**config.mk**
```make
export PLATFORM = sky130hd
export DESIGN_NAME = scpr_serial_port_regs
export DESIGN_NICKNAME = d
export VERILOG_FILES = /design/src/hdl/scpr_serial_port_regs.v /design/src/hdl/scpr_pin_filter.v
export VERILOG_INCLUDE_DIRS = /design/src /design/src/inc
export SDC_FILE = /design/constraint.sdc
export NUM_CORES = 1
export LEC_CHECK = 0
export ABC_AREA = 0
export BUFFER_PORTS_ARGS = -buffer_cell sky130_fd_sc_hd__buf_2
export CORE_MARGIN = 8
export CORE_UTILIZATION = 40
export DETAILED_ROUTE_END_ITERATION = 6
export PLACE_DENSITY = 0.63
export RECOVER_POWER = 100
export SETUP_SLACK_MARGIN = 0.1
export SYNTH_ARGS = -nofsm -noshare
export SYNTH_HDL_FRONTEND = slang
export SYNTH_SLANG_ARGS = --single-unit
```
**constraint.sdc**
```tcl
create_clock -name clk -period 4.03 [get_ports clk]
set_input_delay 0.2015 -clock clk [delete_from_list [all_inputs] [get_ports clk]]
set_output_delay 0.2015 -clock clk [all_outputs]
set_load 0.02 [all_outputs]
```
**src/inc/scpr_defines.vh**
```
/*
  Constants for the serial port configuration register bank: register
  offsets, field positions, reset values and timing of the pin filter.
  Assumes it is included by bare name from the design files under hdl/.
*/
// Operation
// [RULE_01] Config bit 5 soft-resets registers, self-clears
// [RULE_02] Host mirrors config high nibble into low
// [RULE_03] Offset 0x002 is read-only silicon revision
// [RULE_04] Offset 0x003 is read-only variant code
// [RULE_05] Offset 0x004 bit 0 selects readback bank
// [RULE_06] Offsets 0x005/0x006 hold 16-bit user identifier
// [RULE_07] User identifier affects no device function
// [RULE_08] Loop control bit 7 sets detector polarity
// [RULE_09] Loop control bits 6:4 are pump current code
// [RULE_10] Config bits 7, 6, 4 read zero
`ifndef SCPR_DEFINES_VH
`define SCPR_DEFINES_VH

`define SCPR_OFS_CONFIG     16'h0000
`define SCPR_OFS_REVISION   16'h0002
`define SCPR_OFS_VARIANT    16'h0003
`define SCPR_OFS_RDBK_SEL   16'h0004
`define SCPR_OFS_UID_LO     16'h0005
`define SCPR_OFS_UID_HI     16'h0006
`define SCPR_OFS_LOOP_CTRL  16'h0010

`define SCPR_CFG_SOFT_RST   5
`define SCPR_CFG_MIRROR     2
`define SCPR_RDBK_SEL_BIT   0
`define SCPR_LOOP_POL_BIT   7
`define SCPR_LOOP_CP_MSB    6
`define SCPR_LOOP_CP_LSB    4

`define SCPR_RST_RDBK_SEL   1'h0
`define SCPR_RST_UID_BYTE   8'h00
`define SCPR_RST_LOOP_CTRL  8'h7D

`define SCPR_CLK_PERIOD_NS  4
`define SCPR_SPIKE_NS       50
`define SCPR_SPIKE_CYCLES   ((`SCPR_SPIKE_NS + `SCPR_CLK_PERIOD_NS - 1) / `SCPR_CLK_PERIOD_NS)

`endif

```
**src/hdl/scpr_serial_port_regs.v**
```verilog
/*
  Two-wire serial slave and the low-address configuration registers of a
  clock generator: soft reset, revision, variant code, readback select,
  user identifier and the first loop control register.
  Assumes scl and sda arrive from pins; sda is open drain and is driven
  low only while sda_oe is high. io_update copies buffer to active.
*/
`default_nettype none
`include "scpr_defines.vh"

module scpr_serial_port_regs #(
  parameter [6:0] DEV_ADDR     = 7'h58,
  // Arbitrary revision and variant values.
  parameter [7:0] SILICON_REV  = 8'h01,
  parameter [7:0] VARIANT_CODE = 8'h5A
) (
  input  wire       clk,
  input  wire       sys_rst,
  input  wire       scl_in,
  input  wire       sda_in,
  output wire       sda_out,
  output wire       sda_oe,
  input  wire       io_update,
  output wire       phase_frequency_detector_neg,
  output wire [2:0] pump_current_code,
  output wire       soft_reset_pending
);

  localparam [2:0] ST_IDLE = 3'd0;
  localparam [2:0] ST_DEV  = 3'd1;
  localparam [2:0] ST_AHI  = 3'd2;
  localparam [2:0] ST_ALO  = 3'd3;
  localparam [2:0] ST_WR   = 3'd4;
  localparam [2:0] ST_RD   = 3'd5;
  localparam [2:0] ST_RACK = 3'd6;

  wire        scl_s;
  wire        sda_s;
  reg         scl_d_ff;
  reg         sda_d_ff;
  wire        scl_rise;
  wire        scl_fall;
  wire        bus_start;
  wire        bus_stop;

  reg  [2:0]  st_ff;
  reg  [3:0]  bit_ff;
  reg  [7:0]  sh_ff;
  reg  [15:0] addr_ff;
  reg         oe_ff;
  reg         rw_ff;
  reg         nack_ff;
  wire        wr_en;

  reg         soft_rst_ff;
  reg         rdbk_sel_ff;
  reg  [7:0]  buf_uid_lo_ff;
  reg  [7:0]  buf_uid_hi_ff;
  reg  [7:0]  buf_loop_ff;
  reg  [7:0]  act_uid_lo_ff;
  reg  [7:0]  act_uid_hi_ff;
  reg  [7:0]  act_loop_ff;
  reg  [7:0]  rd_data;

  ////////////////////////////////////////////////////////////////////////////
  // Pin conditioning and bus events.

  scpr_pin_filter #(
    .STABLE_CYCLES (`SCPR_SPIKE_CYCLES),
    .RESET_LEVEL   (1'b1)
  ) u_scl_filter (
    .clk       (clk),
    .sys_rst   (sys_rst),
    .pin_in    (scl_in),
    .level_out (scl_s)
  );

  scpr_pin_filter #(
    .STABLE_CYCLES (`SCPR_SPIKE_CYCLES),
    .RESET_LEVEL   (1'b1)
  ) u_sda_filter (
    .clk       (clk),
    .sys_rst   (sys_rst),
    .pin_in    (sda_in),
    .level_out (sda_s)
  );

  always @(posedge clk) begin
    if (sys_rst) begin
      scl_d_ff <= 1'b1;
      sda_d_ff <= 1'b1;
    end else begin
      scl_d_ff <= scl_s;
      sda_d_ff <= sda_s;
    end
  end

  assign scl_rise  = scl_s & ~scl_d_ff;
  assign scl_fall  = ~scl_s & scl_d_ff;
  assign bus_start = scl_s & scl_d_ff & sda_d_ff & ~sda_s;
  assign bus_stop  = scl_s & scl_d_ff & ~sda_d_ff & sda_s;

  ////////////////////////////////////////////////////////////////////////////
  // Readback multiplexer.

  always @* begin
    rd_data = 8'h00;
    case (addr_ff)
      `SCPR_OFS_CONFIG: begin
        rd_data[`SCPR_CFG_SOFT_RST] = soft_rst_ff; // [RULE_10]
        rd_data[`SCPR_CFG_MIRROR]   = soft_rst_ff; // [RULE_02]
      end
      `SCPR_OFS_REVISION: rd_data = SILICON_REV;  // [RULE_03]
      `SCPR_OFS_VARIANT:  rd_data = VARIANT_CODE; // [RULE_04]
      `SCPR_OFS_RDBK_SEL: rd_data[`SCPR_RDBK_SEL_BIT] = rdbk_sel_ff;
      `SCPR_OFS_UID_LO: begin
        rd_data = rdbk_sel_ff ? act_uid_lo_ff : buf_uid_lo_ff; // [RULE_05] [RULE_06]
      end
      `SCPR_OFS_UID_HI: begin
        rd_data = rdbk_sel_ff ? act_uid_hi_ff : buf_uid_hi_ff; // [RULE_05] [RULE_06]
      end
      `SCPR_OFS_LOOP_CTRL: begin
        rd_data = rdbk_sel_ff ? act_loop_ff : buf_loop_ff; // [RULE_05]
      end
      default: rd_data = 8'h00;
    endcase
  end

  ////////////////////////////////////////////////////////////////////////////
  // Serial protocol engine: device address, two address bytes, then data.
  // The address advances after every data byte in both directions.

  task load_read;
    begin
      sh_ff   <= rd_data;
      oe_ff   <= ~rd_data[7];
      bit_ff  <= 4'd1;
      addr_ff <= addr_ff + 16'h0001;
      st_ff   <= ST_RD;
    end
  endtask

  always @(posedge clk) begin
    if (sys_rst) begin
      st_ff   <= ST_IDLE;
      bit_ff  <= 4'd0;
      sh_ff   <= 8'h00;
      addr_ff <= 16'h0000;
      oe_ff   <= 1'b0;
      rw_ff   <= 1'b0;
      nack_ff <= 1'b0;
    end else if (bus_start) begin
      st_ff  <= ST_DEV;
      bit_ff <= 4'd0;
      oe_ff  <= 1'b0;
    end else if (bus_stop) begin
      st_ff <= ST_IDLE;
      oe_ff <= 1'b0;
    end else begin
      case (st_ff)
        ST_DEV, ST_AHI, ST_ALO, ST_WR: begin
          if (scl_rise && bit_ff < 4'd8) begin
            sh_ff  <= {sh_ff[6:0], sda_s};
            bit_ff <= bit_ff + 4'd1;
          end else if (scl_fall && bit_ff == 4'd8) begin
            bit_ff <= 4'd9;
            oe_ff  <= 1'b1;
            case (st_ff)
              ST_DEV: begin
                rw_ff <= sh_ff[0];
                if (sh_ff[7:1] != DEV_ADDR) begin
                  st_ff <= ST_IDLE;
                  oe_ff <= 1'b0;
                end
              end
              ST_AHI:  addr_ff[15:8] <= sh_ff;
              ST_ALO:  addr_ff[7:0]  <= sh_ff;
              default: addr_ff <= addr_ff + 16'h0001;
            endcase
          end else if (scl_fall && bit_ff == 4'd9) begin
            bit_ff <= 4'd0;
            oe_ff  <= 1'b0;
            case (st_ff)
              ST_DEV: begin
                if (rw_ff) begin
                  load_read;
                end else begin
                  st_ff <= ST_AHI;
                end
              end
              ST_AHI:  st_ff <= ST_ALO;
              default: st_ff <= ST_WR;
            endcase
          end
        end
        ST_RD: begin
          if (scl_fall) begin
            if (bit_ff == 4'd8) begin
              oe_ff <= 1'b0;
              st_ff <= ST_RACK;
            end else begin
              sh_ff  <= {sh_ff[6:0], 1'b0};
              oe_ff  <= ~sh_ff[6];
              bit_ff <= bit_ff + 4'd1;
            end
          end
        end
        ST_RACK: begin
          if (scl_rise) begin
            nack_ff <= sda_s;
          end else if (scl_fall) begin
            if (nack_ff) begin
              st_ff <= ST_IDLE;
            end else begin
              load_read;
            end
          end
        end
        default: st_ff <= ST_IDLE;
      endcase
    end
  end

  assign wr_en = scl_fall & (st_ff == ST_WR) & (bit_ff == 4'd8) & ~bus_start & ~bus_stop;

  ////////////////////////////////////////////////////////////////////////////
  // Register bank. User identifier and loop control writes land in the buffer copies; io_update moves them
  // to the active copies, of which only the loop copy steers the loop.

  always @(posedge clk) begin
    if (sys_rst || (soft_rst_ff && scl_rise)) begin // [RULE_01]
      soft_rst_ff   <= 1'b0;
      rdbk_sel_ff   <= `SCPR_RST_RDBK_SEL;
      buf_uid_lo_ff <= `SCPR_RST_UID_BYTE;
      buf_uid_hi_ff <= `SCPR_RST_UID_BYTE;
      buf_loop_ff   <= `SCPR_RST_LOOP_CTRL;
      act_uid_lo_ff <= `SCPR_RST_UID_BYTE;
      act_uid_hi_ff <= `SCPR_RST_UID_BYTE;
      act_loop_ff   <= `SCPR_RST_LOOP_CTRL;
    end else begin
      if (wr_en) begin
        case (addr_ff)
          `SCPR_OFS_CONFIG: begin
            soft_rst_ff <= soft_rst_ff | sh_ff[`SCPR_CFG_SOFT_RST]; // [RULE_01] [RULE_10]
          end
          `SCPR_OFS_RDBK_SEL: rdbk_sel_ff <= sh_ff[`SCPR_RDBK_SEL_BIT]; // [RULE_05]
          `SCPR_OFS_UID_LO:   buf_uid_lo_ff <= sh_ff; // [RULE_06]
          `SCPR_OFS_UID_HI:   buf_uid_hi_ff <= sh_ff; // [RULE_06]
          `SCPR_OFS_LOOP_CTRL: buf_loop_ff <= sh_ff;
          default: ; // [RULE_03] [RULE_04]
        endcase
      end
      if (io_update) begin
        act_uid_lo_ff <= buf_uid_lo_ff;
        act_uid_hi_ff <= buf_uid_hi_ff;
        act_loop_ff   <= buf_loop_ff;
      end
    end
  end

  ////////////////////////////////////////////////////////////////////////////
  // Outputs. The user identifier drives nothing but readback.

  assign sda_out            = 1'b0;
  assign sda_oe             = oe_ff;
  assign soft_reset_pending = soft_rst_ff;
  assign phase_frequency_detector_neg = act_loop_ff[`SCPR_LOOP_POL_BIT]; // [RULE_08] [RULE_07]
  assign pump_current_code  = act_loop_ff[`SCPR_LOOP_CP_MSB:`SCPR_LOOP_CP_LSB]; // [RULE_09]

endmodule // scpr_serial_port_regs

`default_nettype wire

```
**src/hdl/scpr_pin_filter.v**
```verilog
/*
  Two-flop synchroniser followed by a spike filter for one serial pin.
  Assumes the pin is asynchronous to clk; the output changes only after
  the synchronised level has been stable for STABLE_CYCLES cycles.
*/
`default_nettype none

module scpr_pin_filter #(
  parameter integer STABLE_CYCLES = 13,
  parameter         RESET_LEVEL   = 1'b1
) (
  input  wire clk,
  input  wire sys_rst,
  input  wire pin_in,
  output wire level_out
);

  reg       meta_ff;
  reg       sync_ff;
  reg       level_ff;
  reg [7:0] cnt_ff;

  always @(posedge clk) begin
    if (sys_rst) begin
      meta_ff  <= RESET_LEVEL;
      sync_ff  <= RESET_LEVEL;
      level_ff <= RESET_LEVEL;
      cnt_ff   <= 8'h00;
    end else begin
      meta_ff <= pin_in;
      sync_ff <= meta_ff;
      if (sync_ff == level_ff) begin
        cnt_ff <= 8'h00;
      end else if (cnt_ff >= STABLE_CYCLES[7:0] - 8'h01) begin
        level_ff <= sync_ff;
        cnt_ff   <= 8'h00;
      end else begin
        cnt_ff <= cnt_ff + 8'h01;
      end
    end
  end

  assign level_out = level_ff;

endmodule // scpr_pin_filter

`default_nettype wire

```
==> impl_metrics.json <==
{
  "crit_path_start_kind": "register",
  "finalSetupTns_ps": 0,
  "hold_path.class": "in -> reg",
  "p_leak_nw": 2.05,
  "violations": "max-capacitance violations, max-slew violations",
  "avgSynthCellArea_um2": 8.66,
  "clkTransAtPathRegs_ps": 70,
  "grt_max_degree": 39,
  "drive_gt1_share_pct": 6.80,
  "final_util_pct": 43.1,
  "antenna_found_initial": 0,
  "die_x_um": 138,
  "grt_pass1_wl_um": 24800,
  "place.port_buffers": 10,
  "via_count": 5089,
  "clockBufferDepth": 2,
  "crit_type": "reg -> reg",
  "r2r_cells": 6,
  "post-route-min-period_ps": 3340,
  "setup_viol": 0,
  "ys_ff_latch": 108,
  "drt_wl_total_um": 15300,
  "fin_area_mm2": 0.00624,
  "cts_resized": 0,
  "layout_commonest_cell": "dfxtp_1",
  "n_antenna_cell": 0,
  "seqCellArea_mm2": 0.00216,
  "skew_ps": 10.5,
  "ys_seq_area_share_pct": 36.6,
  "first_pass_iters": 7,
  "yosys_warnings": 0,
  "min_path_cells": 2,
  "synthArstFlopShare_pct": 0,
  "report.final.slew_viol_count": 36,
  "syn_area_mm2": 0.00591,
  "cts_max_level": 3,
  "synthTopCellsByArea": "dfxtp_1, mux2i_1, nor2_1",
  "fp.dieH_um": 138,
  "num_rows": 44,
  "area_delta_synth_final_pct": 5.59,
  "crit_arrival_ps": 3490,
  "r2r_end": "addr_ff[1]$_SDFFE_PP0P_",
  "hpwl_um": 10400,
  "worstPathRequired_ps": 4180,
  "synthCells": 682,
  "die_area_mm2": 0.0189,
  "synth_edf_count": 0,
  "initial_utilization_pct": 40.8,
  "ys_types": 79,
  "clock-sinks": 108,
  "cts_buffers": 9,
  "hold_viol_final": 0,
  "rsz0062_at_grt": "no",
  "synth_top_area_share_pct": 36.6,
  "routed_via_density": 6.02,
  "slew_headroom_pct": -11.1,
  "critPathCaptureType": "register",
  "fill_cells": 1387,
  "grt.total_usage_pct": 16.6,
  "multi_input_area_mm2": 0.00340,
  "worstMarginPinSlew_ps": 1670,
  "placed_area_mm2": 0.00596,
  "layout.nets": 673,
  "cts_tree": "yes",
  "worstPathMaxFanout": 18,
  "power.density_mw_per_mm2": 437,
  "fin_cells": 846,
  "ant_nets": 0,
  "cts_hold_buf": 0,
  "run_status": "finished, violations left",
  "vdd_drop_max_uv": 358,
  "postCtsSetupBuffers": 0,
  "whs_endpoint": "u_sda_filter.meta_ff$_SDFF_PP1_",
  "maxCapViolations": 1,
  "grt_overflow": 0,
  "clock.fmax_mhz": 300,
  "core_area_mm2": 0.0145,
  "finalWeightedCongestion": 0.947,
  "grt_pass1_vias": 4816,
  "synth_flop_cell": "dfxtp_1",
  "yosysTopAreaCell": "dfxtp_1",
  "post-route-period-util_pct": 82.8,
  "clockRootBuffer": "clkbuf_16",
  "drc": 0,
  "drt-wirelength-per-cell_um": 18.1,
  "holdCritStartpoint": "sda_in",
  "place_inst": 830,
  "clk_latency_ps": 350,
  "regToRegSetupSlack_ps": 690,
  "r2r-start": "st_ff[2]$_SDFFE_PP0P_",
  "final_cell_mix": "dfxtp_1, mux2i_1, nor2_1, nand2_1, a21oi_1",
  "drt-initial-drc-count": 512,
  "ios": 12
}
[routing by layer]
| metal | up-vias | global-route usage (%) | share of wire [%] | wire length, um |
|---|---|---|---|---|
| li1 | 2445 | - | - | - |
| met3 | 35 | 3.21 | 5.3 | 819 |
| met1 | 2439 | 21.1 | 45 | 6960 |
| met4 | 0 | 7.79 | 2.8 | 422 |
| met2 | 170 | 26.4 | 46 | 7120 |
| met5 | - | 0 | 0 | 0 |
[worst max-delay path by stage]
stage | slack [ps] | startpoint | end
floorplan | 1920 | bit_ff[0]$_SDFFE_PP0P_ | addr_ff[2]$_SDFFE_PP0P_
global placement | 1230 | st_ff[2]$_SDFFE_PP0P_ | sh_ff[5]$_SDFFE_PP0P_
detailed placement | 1120 | st_ff[2]$_SDFFE_PP0P_ | sh_ff[3]$_SDFFE_PP0P_
CTS | 1100 | st_ff[2]$_SDFFE_PP0P_ | sh_ff[3]$_SDFFE_PP0P_
global route | 490 | st_ff[2]$_SDFFE_PP0P_ | addr_ff[1]$_SDFFE_PP0P_
finish | 690 | st_ff[2]$_SDFFE_PP0P_ | addr_ff[1]$_SDFFE_PP0P_
[synthesized netlist by cell type (all sizes together), types with 5 or more instances]
master    n
ha       11
nand3    27
a21oi    38
a311oi   12
nor4     10
a32oi     6
buf      27
o211ai    5
a32o      5
o21ai    27
xor2      5
dfxtp   108
or2      10
a211oi   10
a31oi    10
and3b     5
mux2i    66
o31ai     8
nor2     63
inv      21
clkbuf   31
nand2    58
nand3b    6
or3       5
nand4    12
nor3b     5
nor2b     8
nor3      9
[sequential cells by signal (all words and copies together), names as in the netlist, 3 cells and up]
| name | cells |
|---|---|
| addr_ff | 16 |
| act_loop_ff | 8 |
| act_uid_hi_ff | 8 |
| act_uid_lo_ff | 8 |
| buf_loop_ff | 8 |
| buf_uid_hi_ff | 8 |
| buf_uid_lo_ff | 8 |
| sh_ff | 8 |
| u_scl_filter.cnt_ff | 8 |
| u_sda_filter.cnt_ff | 8 |
| bit_ff | 4 |
| st_ff | 3 |
[where the power goes]
group          internal [W]  switching (W)  total, W
Sequential          0.00111       0.000148   0.00126
Combinational      0.000202       0.000366  0.000568
Clock              0.000505       0.000397  0.000902
Total               0.00182       0.000911   0.00273
[through the flow]
step / hold WS (ps) / setup slack (ps) / total power (W)
floorplan: 305 / 1920 / 0.00170
global placement: 388 / 1230 / 0.00183
detailed placement: 390 / 1120 / 0.00183
CTS: 22.3 / 1100 / 0.00273
global route: 24.5 / 487 / 0.00285
finish: 33.0 / 692 / 0.00273
[layout make-up]
type	count	area share, %
clock buffers	12	3.95
well taps	184	3.69
repair buffers	14	1.04
inverters	21	1.26
clock inverters	4	0.903
multi-input cells	503	54.5
flip-flops and latches	108	34.7
[logic make-up (layout without fill, tap and decap cells)]
group	count (synthesis)	in the layout	synth area share (%)
XOR/XNOR	8	8	1.19
adder cells (fa/ha/maj)	12	12	2.50
buffers and inverters	79	51	6.14
flip-flops	108	108	36.6
AND/OR/NAND/NOR	245	245	22.6
AO/OA/AOI/OAI	161	161	19.3
multiplexers	68	68	11.6
other	1	9	0.0635
[critical path, cell delays in order, from the launching register on]
cell,delay [ps]
dfxtp_1,680
clkbuf_1,570
nand3b_1,300
o32ai_1,320
o221ai_1,620
nor2_1,500
a311oi_1,150
Note: power is estimated with default switching activity, not from simulation.
